==> config.mk <==
export PLATFORM = sky130hd
export DESIGN_NAME = mciu_top
export DESIGN_NICKNAME = d
export VERILOG_FILES = /design/src/mciu_pkg.sv /design/src/mciu_top.sv
export SDC_FILE = /design/constraint.sdc
export NUM_CORES = 1
export LEC_CHECK = 0
export ABC_AREA = 1
export BUFFER_PORTS_ARGS = -buffer_cell sky130_fd_sc_hd__buf_2
export CAP_MARGIN = 20
export CORE_MARGIN = 8
export CORE_UTILIZATION = 49
export CTS_CLUSTER_DIAMETER = 40
export DETAILED_ROUTE_END_ITERATION = 16
export GPL_ROUTABILITY_DRIVEN = 0
export PLACE_DENSITY = 0.77
export SLEW_MARGIN = 20
export SYNTH_ARGS = -nofsm -noshare
export SYNTH_HDL_FRONTEND = slang
export SYNTH_SLANG_ARGS = --single-unit
==> constraint.sdc <==
create_clock -name sys_clk -period 2.9 [get_ports sys_clk]
set_clock_uncertainty 0.05 [all_clocks]
set_input_delay 0.29 -clock sys_clk [delete_from_list [all_inputs] [get_ports sys_clk]]
set_output_delay 0.29 -clock sys_clk [all_outputs]
set_load 0.05 [all_outputs]
==> src/mciu_pkg.sv <==
// Package for the core interrupt unit: register map, fields, sources.
// Assumes a 32-bit AXI4-Lite master and a core sequencer handshake.
package mciu_pkg;
    // Register byte addresses (printed offsets)
    localparam logic [7:0] REG_TCTL_A = 8'h88;
    localparam logic [7:0] REG_EN3_A = 8'h9a;
    localparam logic [7:0] REG_EN1_A = 8'ha8;
    localparam logic [7:0] REG_PRL_A = 8'ha9;
    localparam logic [7:0] REG_EN2_A = 8'hb8;
    localparam logic [7:0] REG_PRH_A = 8'hb9;
    localparam logic [7:0] REG_REQ_A = 8'hc0;
    localparam logic [7:0] REG_POL_A = 8'hc8;
    // Field positions
    localparam int GATE_B = 7;
    localparam int TB_OVF_B = 7;
    localparam int TA_OVF_B = 5;
    localparam int XB_FLAG_B = 3;
    localparam int XB_SENSE_B = 2;
    localparam int XA_FLAG_B = 1;
    localparam int XA_SENSE_B = 0;
    localparam int XD_POL_B = 6;
    localparam int XC_POL_B = 5;
    // Writable masks and reset values
    localparam logic [7:0] EN1_MASK = 8'hdf;
    localparam logic [7:0] EN2_MASK = 8'h3e;
    localparam logic [7:0] EN3_MASK = 8'h01;
    localparam logic [7:0] PRI_MASK = 8'h3f;
    localparam logic [7:0] POL_MASK = 8'h60;
    localparam logic [7:0] REQ_MASK = 8'h3e;
    localparam logic [7:0] REG_RST = 8'h00;
    localparam int NSRC = 11;
    localparam int NGRP = 6;
    localparam logic [1:0] AXI_OKAY = 2'b00;
    localparam logic [1:0] AXI_SLVERR = 2'b10;
    // Sources in polling order (index 0 polled first)
    typedef enum logic [3:0] {
        SRC_XA, SRC_SB, SRC_TA, SRC_XC, SRC_XB, SRC_XD,
        SRC_TB, SRC_XE, SRC_SA, SRC_XF, SRC_XG
    } mciu_src_e;
    // Priority group of each source, by polling index
    localparam logic [2:0] GRP_OF [NSRC] = '{
        3'd0, 3'd0, 3'd1, 3'd1, 3'd2, 3'd2, 3'd3, 3'd3, 3'd4, 3'd4, 3'd5};
    // Vector slot, one per source
    localparam logic [15:0] VEC_BASE = 16'h0003;
    localparam logic [15:0] VEC_STEP = 16'h0008;
    // Core handshake toward the sequencer
    typedef struct packed {
        logic cycle_end;
        logic ins_ret;
        logic ins_ctl_wr;
        logic call_done;
    } mciu_core_s;
    typedef struct packed {
        logic call_req;
        logic [15:0] vector;
        logic [3:0] src;
    } mciu_call_s;
endpackage

==> src/mciu_top.sv <==
// Interrupt unit of an 8-bit core: flags, enables, priority, vectoring.
// Assumes the sequencer pulses cycle_end once per machine cycle and
// call_done when the inserted long call starts.
//
// The AXI4-Lite register port was chosen for this implementation.

// Overview of operation
// - Eleven sources, four priority levels each
// - Accepted request vectors to its fixed address
// - Only strictly higher priority preempts service
// - Return ends service, restores previous level
// - Flags set regardless of enable bits
// - Flags sampled and polled each machine cycle
// - Pending request inserts long call next
// - Withhold when equal or higher in service
// - Defer after return or control writes
// - Global gate bit blocks all acceptance
// - First enable register individual bits
// - Second enable register external inputs two-six
// - Third enable register serial channel one
// - Timer control holds four flags
// - Sense bits: zero level, one falling
// - Polarity bits: zero falling, one rising
// - Request register flags sticky until cleared
// - Timer flags cleared by service acknowledges
// - Edge-sensed external flags cleared on vectoring
// - Two priority bits per group
// - Fixed polling order breaks ties
module mciu_top (
    // Clock and reset
    input wire logic sys_clk,
    input wire logic resetn,
    // AXI4-Lite write
    input wire logic [7:0] s_awaddr,
    input wire logic s_awvalid,
    output logic s_awready,
    input wire logic [31:0] s_wdata,
    input wire logic [3:0] s_wstrb,
    input wire logic s_wvalid,
    output logic s_wready,
    output logic [1:0] s_bresp,
    output logic s_bvalid,
    input wire logic s_bready,
    // AXI4-Lite read
    input wire logic [7:0] s_araddr,
    input wire logic s_arvalid,
    output logic s_arready,
    output logic [31:0] s_rdata,
    output logic [1:0] s_rresp,
    output logic s_rvalid,
    input wire logic s_rready,
    // Event sources
    input wire logic ext_in_a_n,
    input wire logic ext_in_b_n,
    input wire logic [4:0] ext_in_cg,
    input wire logic timer_a_ovf,
    input wire logic timer_b_ovf,
    input wire logic serial_a_req,
    input wire logic serial_b_req,
    // Core sequencer
    input wire mciu_pkg::mciu_core_s core_in,
    output mciu_pkg::mciu_call_s call_out,
    output logic timer_a_service_ack,
    output logic timer_b_service_ack,
    output logic [3:0] in_service
);
    logic rst_s1_r, rstn_r;
    always_ff @(posedge sys_clk or negedge resetn) begin
        if (!resetn) begin
            rst_s1_r <= 1'b0;
            rstn_r <= 1'b0;
        end else begin
            rst_s1_r <= 1'b1;
            rstn_r <= rst_s1_r;
        end
    end

    function automatic logic [7:0] wmerge(input logic [7:0] old,
        input logic [7:0] d, input logic [7:0] m);
        wmerge = (old & ~m) | (d & m);
    endfunction

    // Register state
    logic [7:0] en1_r, en1_nxt, en2_r, en2_nxt, en3_r, en3_nxt;
    logic [7:0] prl_r, prl_nxt, prh_r, prh_nxt, pol_r, pol_nxt;
    logic [7:0] tctl_r, tctl_nxt, req_r, req_nxt;
    logic [3:0] stack_r, stack_nxt;
    logic [3:0] src_r, src_nxt;
    logic call_r, call_nxt;
    logic xa_d_r, xb_d_r;
    logic [4:0] xcg_d_r;
    // Bus state
    logic aw_ok_r, aw_ok_nxt, w_ok_r, w_ok_nxt, bv_r, bv_nxt;
    logic [7:0] awa_r, awa_nxt;
    logic [7:0] wd_r, wd_nxt;
    logic rv_r, rv_nxt;
    logic [31:0] rd_r, rd_nxt;
    logic [1:0] br_r, br_nxt, rr_r, rr_nxt;
    logic [mciu_pkg::NSRC-1:0] samp_r, samp_nxt;

    assign s_awready = !aw_ok_r && !bv_r;
    assign s_wready = !w_ok_r && !bv_r;
    assign s_bvalid = bv_r;
    assign s_bresp = br_r;
    assign s_arready = !rv_r;
    assign s_rvalid = rv_r;
    assign s_rdata = rd_r;
    assign s_rresp = rr_r;

    logic do_wr;
    assign do_wr = aw_ok_r && w_ok_r && !bv_r;

    function automatic logic mapped(input logic [7:0] a);
        mapped = a == mciu_pkg::REG_TCTL_A || a == mciu_pkg::REG_EN3_A ||
            a == mciu_pkg::REG_EN1_A || a == mciu_pkg::REG_PRL_A ||
            a == mciu_pkg::REG_EN2_A || a == mciu_pkg::REG_PRH_A ||
            a == mciu_pkg::REG_REQ_A || a == mciu_pkg::REG_POL_A;
    endfunction

    // Edge detection on external inputs
    logic xa_fall, xb_fall;
    logic [4:0] xcg_ev;
    assign xa_fall = xa_d_r && !ext_in_a_n;
    assign xb_fall = xb_d_r && !ext_in_b_n;
    always_comb begin
        xcg_ev = ext_in_cg & ~xcg_d_r;
        if (!pol_r[mciu_pkg::XC_POL_B]) begin
            xcg_ev[0] = !ext_in_cg[0] && xcg_d_r[0];
        end
        if (!pol_r[mciu_pkg::XD_POL_B]) begin
            xcg_ev[1] = !ext_in_cg[1] && xcg_d_r[1];
        end
    end

    // Level view of all requests in polling order
    logic [mciu_pkg::NSRC-1:0] flags, enables;
    always_comb begin
        flags = '0;
        flags[mciu_pkg::SRC_XA] = tctl_r[mciu_pkg::XA_FLAG_B];
        flags[mciu_pkg::SRC_SB] = serial_b_req;
        flags[mciu_pkg::SRC_TA] = tctl_r[mciu_pkg::TA_OVF_B];
        flags[mciu_pkg::SRC_XC] = req_r[1];
        flags[mciu_pkg::SRC_XB] = tctl_r[mciu_pkg::XB_FLAG_B];
        flags[mciu_pkg::SRC_XD] = req_r[2];
        flags[mciu_pkg::SRC_TB] = tctl_r[mciu_pkg::TB_OVF_B];
        flags[mciu_pkg::SRC_XE] = req_r[3];
        flags[mciu_pkg::SRC_SA] = serial_a_req;
        flags[mciu_pkg::SRC_XF] = req_r[4];
        flags[mciu_pkg::SRC_XG] = req_r[5];
        enables = '0;
        enables[mciu_pkg::SRC_XA] = en1_r[0];
        enables[mciu_pkg::SRC_TA] = en1_r[1];
        enables[mciu_pkg::SRC_XB] = en1_r[2];
        enables[mciu_pkg::SRC_TB] = en1_r[3];
        enables[mciu_pkg::SRC_SA] = en1_r[4];
        enables[mciu_pkg::SRC_SB] = en3_r[0];
        enables[mciu_pkg::SRC_XC] = en2_r[1];
        enables[mciu_pkg::SRC_XD] = en2_r[2];
        enables[mciu_pkg::SRC_XE] = en2_r[3];
        enables[mciu_pkg::SRC_XF] = en2_r[4];
        enables[mciu_pkg::SRC_XG] = en2_r[5];
    end

    // Priority level of each source
    logic [1:0] lvl [mciu_pkg::NSRC];
    genvar gi;
    generate
        for (gi = 0; gi < mciu_pkg::NSRC; gi++) begin : g_lvl
            assign lvl[gi] = {prh_r[mciu_pkg::GRP_OF[gi]],
                prl_r[mciu_pkg::GRP_OF[gi]]};
        end
    endgenerate

    // Arbitration over the sampled flags
    logic win_ok;
    logic [3:0] win_src;
    logic [1:0] win_lvl;
    logic [2:0] cur_lvl; // 4 = idle, else active level
    always_comb begin
        cur_lvl = 3'd4;
        for (int l = 0; l < 4; l++) begin
            if (stack_r[l]) begin
                cur_lvl = 3'(l);
            end
        end
        win_ok = 1'b0;
        win_src = '0;
        win_lvl = '0;
        for (int l = 0; l < 4; l++) begin
            for (int s = mciu_pkg::NSRC - 1; s >= 0; s--) begin
                if (samp_r[s] && lvl[s] == 2'(l)) begin
                    win_ok = 1'b1;
                    win_src = 4'(s);
                    win_lvl = 2'(l);
                end
            end
        end
    end
    // Later levels overwrite, so the winner is highest level, first polled

    logic can_take;
    assign can_take = win_ok && en1_r[mciu_pkg::GATE_B] &&
        (cur_lvl == 3'd4 || 3'(win_lvl) > cur_lvl) &&
        !core_in.ins_ret && !core_in.ins_ctl_wr &&
        core_in.cycle_end && !call_r;

    always_comb begin
        samp_nxt = samp_r;
        if (core_in.cycle_end) begin
            samp_nxt = flags & enables;
        end
        call_nxt = call_r;
        src_nxt = src_r;
        stack_nxt = stack_r;
        if (can_take) begin
            call_nxt = 1'b1;
            src_nxt = win_src;
        end else if (call_r && core_in.call_done) begin
            call_nxt = 1'b0;
            stack_nxt[lvl[src_r]] = 1'b1;
        end
        if (core_in.ins_ret && !call_r) begin
            if (cur_lvl != 3'd4) begin
                stack_nxt[cur_lvl[1:0]] = 1'b0;
            end
        end
    end

    logic ack;
    assign ack = call_r && core_in.call_done;
    assign timer_a_service_ack = ack && src_r == mciu_pkg::SRC_TA;
    assign timer_b_service_ack = ack && src_r == mciu_pkg::SRC_TB;
    assign call_out.call_req = call_r;
    assign call_out.src = src_r;
    assign call_out.vector = mciu_pkg::VEC_BASE +
        16'(src_r) * mciu_pkg::VEC_STEP;
    assign in_service = stack_r;

    // Register and bus next state
    always_comb begin
        en1_nxt = en1_r;
        en2_nxt = en2_r;
        en3_nxt = en3_r;
        prl_nxt = prl_r;
        prh_nxt = prh_r;
        pol_nxt = pol_r;
        tctl_nxt = tctl_r;
        req_nxt = req_r;
        aw_ok_nxt = aw_ok_r || (s_awvalid && s_awready);
        w_ok_nxt = w_ok_r || (s_wvalid && s_wready);
        awa_nxt = (s_awvalid && s_awready) ? s_awaddr : awa_r;
        wd_nxt = (s_wvalid && s_wready && s_wstrb[0]) ? s_wdata[7:0] : wd_r;
        if (s_wvalid && s_wready && !s_wstrb[0]) begin
            wd_nxt = 8'hff;
        end
        bv_nxt = bv_r && !s_bready;
        br_nxt = br_r;
        if (do_wr) begin
            aw_ok_nxt = 1'b0;
            w_ok_nxt = 1'b0;
            bv_nxt = 1'b1;
            br_nxt = mapped(awa_r) ? mciu_pkg::AXI_OKAY : mciu_pkg::AXI_SLVERR;
            case (awa_r)
                mciu_pkg::REG_EN1_A: en1_nxt = wmerge(en1_r, wd_r,
                    mciu_pkg::EN1_MASK);
                mciu_pkg::REG_EN2_A: en2_nxt = wmerge(en2_r, wd_r,
                    mciu_pkg::EN2_MASK);
                mciu_pkg::REG_EN3_A: en3_nxt = wmerge(en3_r, wd_r,
                    mciu_pkg::EN3_MASK);
                mciu_pkg::REG_PRL_A: prl_nxt = wmerge(prl_r, wd_r,
                    mciu_pkg::PRI_MASK);
                mciu_pkg::REG_PRH_A: prh_nxt = wmerge(prh_r, wd_r,
                    mciu_pkg::PRI_MASK);
                mciu_pkg::REG_POL_A: pol_nxt = wmerge(pol_r, wd_r,
                    mciu_pkg::POL_MASK);
                mciu_pkg::REG_TCTL_A: tctl_nxt = wd_r;
                mciu_pkg::REG_REQ_A: req_nxt = wmerge(req_r, wd_r,
                    mciu_pkg::REQ_MASK);
                default: begin
                end
            endcase
        end
        // Service clears, then hardware sets win
        if (ack) begin
            case (src_r)
                mciu_pkg::SRC_TA: tctl_nxt[mciu_pkg::TA_OVF_B] = 1'b0;
                mciu_pkg::SRC_TB: tctl_nxt[mciu_pkg::TB_OVF_B] = 1'b0;
                mciu_pkg::SRC_XA: tctl_nxt[mciu_pkg::XA_FLAG_B] = 1'b0;
                mciu_pkg::SRC_XB: tctl_nxt[mciu_pkg::XB_FLAG_B] = 1'b0;
                mciu_pkg::SRC_XC: req_nxt[1] = 1'b0;
                mciu_pkg::SRC_XD: req_nxt[2] = 1'b0;
                mciu_pkg::SRC_XE: req_nxt[3] = 1'b0;
                mciu_pkg::SRC_XF: req_nxt[4] = 1'b0;
                mciu_pkg::SRC_XG: req_nxt[5] = 1'b0;
                default: begin
                end
            endcase
        end
        if (timer_a_ovf) tctl_nxt[mciu_pkg::TA_OVF_B] = 1'b1;
        if (timer_b_ovf) tctl_nxt[mciu_pkg::TB_OVF_B] = 1'b1;
        // Level mode: flag follows the pin, so it returns after service
        if (!tctl_r[mciu_pkg::XA_SENSE_B]) begin
            tctl_nxt[mciu_pkg::XA_FLAG_B] = !ext_in_a_n;
        end else if (xa_fall) begin
            tctl_nxt[mciu_pkg::XA_FLAG_B] = 1'b1;
        end
        if (!tctl_r[mciu_pkg::XB_SENSE_B]) begin
            tctl_nxt[mciu_pkg::XB_FLAG_B] = !ext_in_b_n;
        end else if (xb_fall) begin
            tctl_nxt[mciu_pkg::XB_FLAG_B] = 1'b1;
        end
        req_nxt[5:1] = req_nxt[5:1] | xcg_ev;
        req_nxt = req_nxt & mciu_pkg::REQ_MASK;
        // Read channel
        rv_nxt = rv_r && !s_rready;
        rd_nxt = rd_r;
        rr_nxt = rr_r;
        if (s_arvalid && s_arready) begin
            rv_nxt = 1'b1;
            rr_nxt = mapped(s_araddr) ? mciu_pkg::AXI_OKAY :
                mciu_pkg::AXI_SLVERR;
            case (s_araddr)
                mciu_pkg::REG_EN1_A: rd_nxt = {24'h0, en1_r};
                mciu_pkg::REG_EN2_A: rd_nxt = {24'h0, en2_r};
                mciu_pkg::REG_EN3_A: rd_nxt = {24'h0, en3_r};
                mciu_pkg::REG_PRL_A: rd_nxt = {24'h0, prl_r};
                mciu_pkg::REG_PRH_A: rd_nxt = {24'h0, prh_r};
                mciu_pkg::REG_POL_A: rd_nxt = {24'h0, pol_r};
                mciu_pkg::REG_TCTL_A: rd_nxt = {24'h0, tctl_r};
                mciu_pkg::REG_REQ_A: rd_nxt = {24'h0, req_r};
                default: rd_nxt = 32'h0;
            endcase
        end
    end

    always_ff @(posedge sys_clk or negedge rstn_r) begin
        if (!rstn_r) begin
            en1_r <= mciu_pkg::REG_RST;
            en2_r <= mciu_pkg::REG_RST;
            en3_r <= mciu_pkg::REG_RST;
            prl_r <= mciu_pkg::REG_RST;
            prh_r <= mciu_pkg::REG_RST;
            pol_r <= mciu_pkg::REG_RST;
            tctl_r <= mciu_pkg::REG_RST;
            req_r <= mciu_pkg::REG_RST;
            stack_r <= '0;
            src_r <= '0;
            call_r <= 1'b0;
            samp_r <= '0;
            xa_d_r <= 1'b1;
            xb_d_r <= 1'b1;
            xcg_d_r <= '0;
            aw_ok_r <= 1'b0;
            w_ok_r <= 1'b0;
            bv_r <= 1'b0;
            awa_r <= '0;
            wd_r <= '0;
            rv_r <= 1'b0;
            rd_r <= '0;
            br_r <= '0;
            rr_r <= '0;
        end else begin
            en1_r <= en1_nxt;
            en2_r <= en2_nxt;
            en3_r <= en3_nxt;
            prl_r <= prl_nxt;
            prh_r <= prh_nxt;
            pol_r <= pol_nxt;
            tctl_r <= tctl_nxt;
            req_r <= req_nxt;
            stack_r <= stack_nxt;
            src_r <= src_nxt;
            call_r <= call_nxt;
            samp_r <= samp_nxt;
            xa_d_r <= ext_in_a_n;
            xb_d_r <= ext_in_b_n;
            xcg_d_r <= ext_in_cg;
            aw_ok_r <= aw_ok_nxt;
            w_ok_r <= w_ok_nxt;
            bv_r <= bv_nxt;
            awa_r <= awa_nxt;
            wd_r <= wd_nxt;
            rv_r <= rv_nxt;
            rd_r <= rd_nxt;
            br_r <= br_nxt;
            rr_r <= rr_nxt;
        end
    end

    // Checks
    a_gate_blocks: assert property (
        @(posedge sys_clk) disable iff (!rstn_r)
        !en1_r[mciu_pkg::GATE_B] |=> !$rose(call_r))
        else $error("call raised with gate closed");
    a_defer_ret: assert property (
        @(posedge sys_clk) disable iff (!rstn_r)
        (core_in.ins_ret || core_in.ins_ctl_wr) && !call_r |=> !call_r)
        else $error("call during deferred instruction");
    a_no_equal_pre: assert property (
        @(posedge sys_clk) disable iff (!rstn_r)
        $rose(call_r) && $past(cur_lvl) != 3'd4 |->
        3'(lvl[src_r]) > $past(cur_lvl))
        else $error("preempt without higher level");
    a_call_hold: assert property (
        @(posedge sys_clk) disable iff (!rstn_r)
        call_r && !core_in.call_done |=> call_r && $stable(src_r))
        else $error("call dropped before done");
    a_ta_ack: assert property (
        @(posedge sys_clk) disable iff (!rstn_r)
        timer_a_service_ack && !timer_a_ovf |=>
        !tctl_r[mciu_pkg::TA_OVF_B])
        else $error("timer a flag not cleared");
    a_ovf_set: assert property (
        @(posedge sys_clk) disable iff (!rstn_r)
        timer_b_ovf |=> tctl_r[mciu_pkg::TB_OVF_B])
        else $error("timer b flag not set");
    a_level_req: assert property (
        @(posedge sys_clk) disable iff (!rstn_r)
        !tctl_r[mciu_pkg::XA_SENSE_B] && !ext_in_a_n |=>
        tctl_r[mciu_pkg::XA_FLAG_B])
        else $error("level request lost");
    a_ret_pop: assert property (
        @(posedge sys_clk) disable iff (!rstn_r)
        core_in.ins_ret && !call_r && cur_lvl != 3'd4 |=>
        !stack_r[$past(cur_lvl[1:0])])
        else $error("return did not end service");
    a_vec_slot: assert property (
        @(posedge sys_clk) disable iff (!rstn_r)
        call_r |-> call_out.vector[2:0] == mciu_pkg::VEC_BASE[2:0])
        else $error("vector off its slot");
    c_take: cover property (@(posedge sys_clk) disable iff (!rstn_r)
        $rose(call_r));
    c_nest: cover property (@(posedge sys_clk) disable iff (!rstn_r)
        $rose(call_r) && $past(cur_lvl) != 3'd4);
    c_ret: cover property (@(posedge sys_clk) disable iff (!rstn_r)
        core_in.ins_ret && cur_lvl != 3'd4);
endmodule

==> impl_metrics.tcl <==
set metrics [dict create \
    cts_buffer_depth 2 \
    status "finished, violations left" \
    critPathCaptureType "flip-flop" \
    synth_compound_area_frac 0.145 \
    reg2reg_slack_ns -0.21 \
    ys_types 37 \
    fp.dieH_um 124 \
    place_ws_ns -0.222 \
    timing.fmax_mhz 321 \
    tightestPinTransition_ns 0.806 \
    num-nets-final 1033 \
    yosysTopAreaCellShare 0.421 \
    yosys_warnings 0 \
    grt_pass1_wl_um 27400 \
    critical_path_class "flip-flop to flip-flop" \
    hpwl_um 12600 \
    r2r-start "prh_r[3]" \
    crit_top_cell "buf_4" \
    syn_area_um2 5760 \
    postSynthAreaPerCell_um2 7.27 \
    drv_slew 0 \
    tns_ns -0.426 \
    yosys.area_share.simple 0.253 \
    antenna_found_initial 0 \
    placed_area_um2 6630 \
    synth_top_area_cell "dfrtp_1" \
    post-route-period-util 1.07 \
    drive_gt1_frac 0.235 \
    slowest_delay_ns 0.39 \
    drt_iter0_drc 538 \
    n_antenna_cell 0 \
    synth_edf_count 0 \
    synth-seq-area-share 0.430 \
    placementRows 39 \
    grt_pass1_vias 5665 \
    path_cells "inv_2 -> buf_6 -> nor3_2 -> nor2_1 -> nand2_1 -> buf_4 -> buf_4 -> buf_4 -> buf_4 -> buf_4 -> buf_4 -> buf_4 -> buf_4 -> buf_4 -> buf_4 -> buf_4 -> buf_4 -> buf_4 -> o2111ai_2 -> nand2_1 -> nand2_1 -> o21ai_1" \
    violations "setup timing" \
    hp-start "ext_in_a_n" \
    avgViaCountPerCell 5.28 \
    placedCellCount 1065 \
    layout_commonest_cell "nand2_1" \
    ant_nets 0 \
    final_cells 1105 \
    die_w_um 124 \
    initial_core_util 0.502 \
    hold_class "input pin to flip-flop" \
    dieArea_um2 15500 \
    crit_arrival_ns 3.30 \
    gr-total-overflow 0 \
    cp-start-kind "flip-flop" \
    ys_seq_elements 99 \
    drtPass1Iterations 5 \
    ir_drop_uv 678 \
    hold_path_depth 1 \
    clkTransAtPathRegs_ns 0.07 \
    synth_area_leaders "dfrtp_1 (42%), nand2_1 (10%), inv_1 (9.6%)" \
    required_ns 3.09 \
    root_buffer "clkbuf_16" \
    fin_ws_ns -0.213 \
    regArea_um2 2490 \
    synthAdderAreaFrac 0.00434 \
    design_area_um2 7210 \
    r2r_end "src_r[2]" \
    post-route-min-period_ns 3.11 \
    cp_max_fo 7 \
    synth_top_family_by_area "simple AND/OR/NAND/NOR gates" \
    maxCapViolCount 0 \
    grt_max_degree 56 \
    syn_to_final_growth_pct 25.1 \
    numCtsBuffers 9 \
    via_count 5830 \
    cts_max_level 3 \
    grt_setup_unrepaired "yes" \
    avgRoutedWirePerCell_um 15.4 \
    tritoncts "done" \
    final_cell_mix "nand2_1 (150), inv_1 (137), dfrtp_1 (94)" \
    async_flop_share 1.00 \
    multi_input_area_um2 2570 \
    synth_mux_area_frac 0.00391 \
    power_density_nw_per_um2 906 \
    syn_inst 793 \
    track_usage 0.214 \
    drc 0 \
    finalHoldViolCount 0 \
    clock_latency_ns 0.35 \
    cp_slowest_cell "dfrtp_1" \
    drt_wl_total_um 17000 \
    numClockSinks 99 \
    ys.flop_type "dfrtp_1" \
    synth-xor-area-share 0 \
    nFillCells 981 \
    worstRegToRegCells 22 \
    p_leak_nw 3.69 \
    slew_headroom 0.449 \
    setup_viol 4 \
    core_um2 11500 \
    io_pins 142 \
    min_to "xa_d_r" \
    port_buffers 76 \
]
==> registers in the layout (all words and copies together) (netlist names), 6 cells and up <==
register / flops
prh_r: 6
s_rdata: 8
prl_r: 6
tctl_r: 8
samp_r: 11
wd_r: 8
en1_r: 7
awa_r: 8
==> timing repair <==
item	in CTS	in global routing
endpoints found under the setup margin	4	5
hold buffers	2	0
endpoints found under the hold margin	3	0
gates resized for setup	22	18
pin swaps	14	12
buffers inserted	19	5
==> cell families after synthesis <==
family	count (synthesis)
buffers and inverters	204
flip-flops	99
other	2
adder cells (fa/ha/maj)	2
multiplexers	2
AND/OR/NAND/NOR	338
AO/OA/AOI/OAI	146
==> final cells by class <==
class | count | share of cell area
Clock buffer | 11 | 0.0337
Clock inverter | 5 | 0.00503
Inverter | 149 | 0.0786
Multi-Input combinational cell | 527 | 0.357
Sequential cell | 99 | 0.345
Tap cell | 143 | 0.0248
Timing Repair Buffer | 171 | 0.156
==> worst max-delay path by stage <==
| stage | from | to | slack, ns | depth (start not counted) |
|---|---|---|---|---|
| floorplan | prh_r[0] | src_r[3] | 0.003 | 18 |
| global placement | prl_r[2] | src_r[3] | -0.08 | 18 |
| detailed placement | prh_r[2] | src_r[3] | -0.22 | 18 |
| CTS | prl_r[3] | src_r[3] | -0.09 | 18 |
| global route | prh_r[3] | src_r[0] | -0.51 | 41 |
| finish | prh_r[3] | src_r[2] | -0.21 | 22 |
==> where the power goes <==
part           internal (W)  switching, W
Sequential          0.00170      0.000280
Clock              0.000609      0.000521
Combinational       0.00126       0.00217
Total               0.00356       0.00297
==> cells in the mapped netlist (2+ instances only) <==
master / number
ha_1: 2
a31oi_1: 7
dfrtp_1: 97
o2111ai_1: 3
buf_4: 43
nand2_1: 153
o22ai_1: 16
nand3_2: 2
o211ai_1: 5
nand4_1: 3
a2111oi_0: 3
or2_2: 3
nand3_1: 34
o31ai_1: 2
mux2_2: 2
conb_1: 2
clkbuf_1: 11
dfstp_2: 2
nor3_1: 50
inv_1: 147
nor2_1: 76
o21ai_0: 78
a21oi_1: 21
nor4_1: 6
o21a_1: 4
inv_2: 2
nand3b_1: 9
==> worst max-delay path: cells and delay by family (launching register included) <==
family	cells	cell delay (ns)
DFF	1	0.39
buffers and inverters	15	1.83
AOI/OAI and AO/OA	2	0.27
and+or+nand+nor	5	0.49
==> per-stage QoR <==
step	total power (W)	hold WS [ns]	util
after CTS	0.00638	0.00368	0.622
final	0.00653	0.00401	0.629
after detailed placement	0.00497	0.0270	0.579
after floorplan	0.00403	-0.0556	-
after global placement	0.00491	0.0243	0.579
after global routing	0.00696	0.000687	0.629
==> metal layers <==
layer | routed length, um | vias up | global-route usage
met5 | 0 | - | 0
met4 | 756 | 0 | 0.121
met3 | 1050 | 58 | 0.0357
met1 | 6740 | 2712 | 0.252
li1 | - | 2806 | -
met2 | 8420 | 254 | 0.361
No activity file was read; power rests on OpenSTA's default activity.
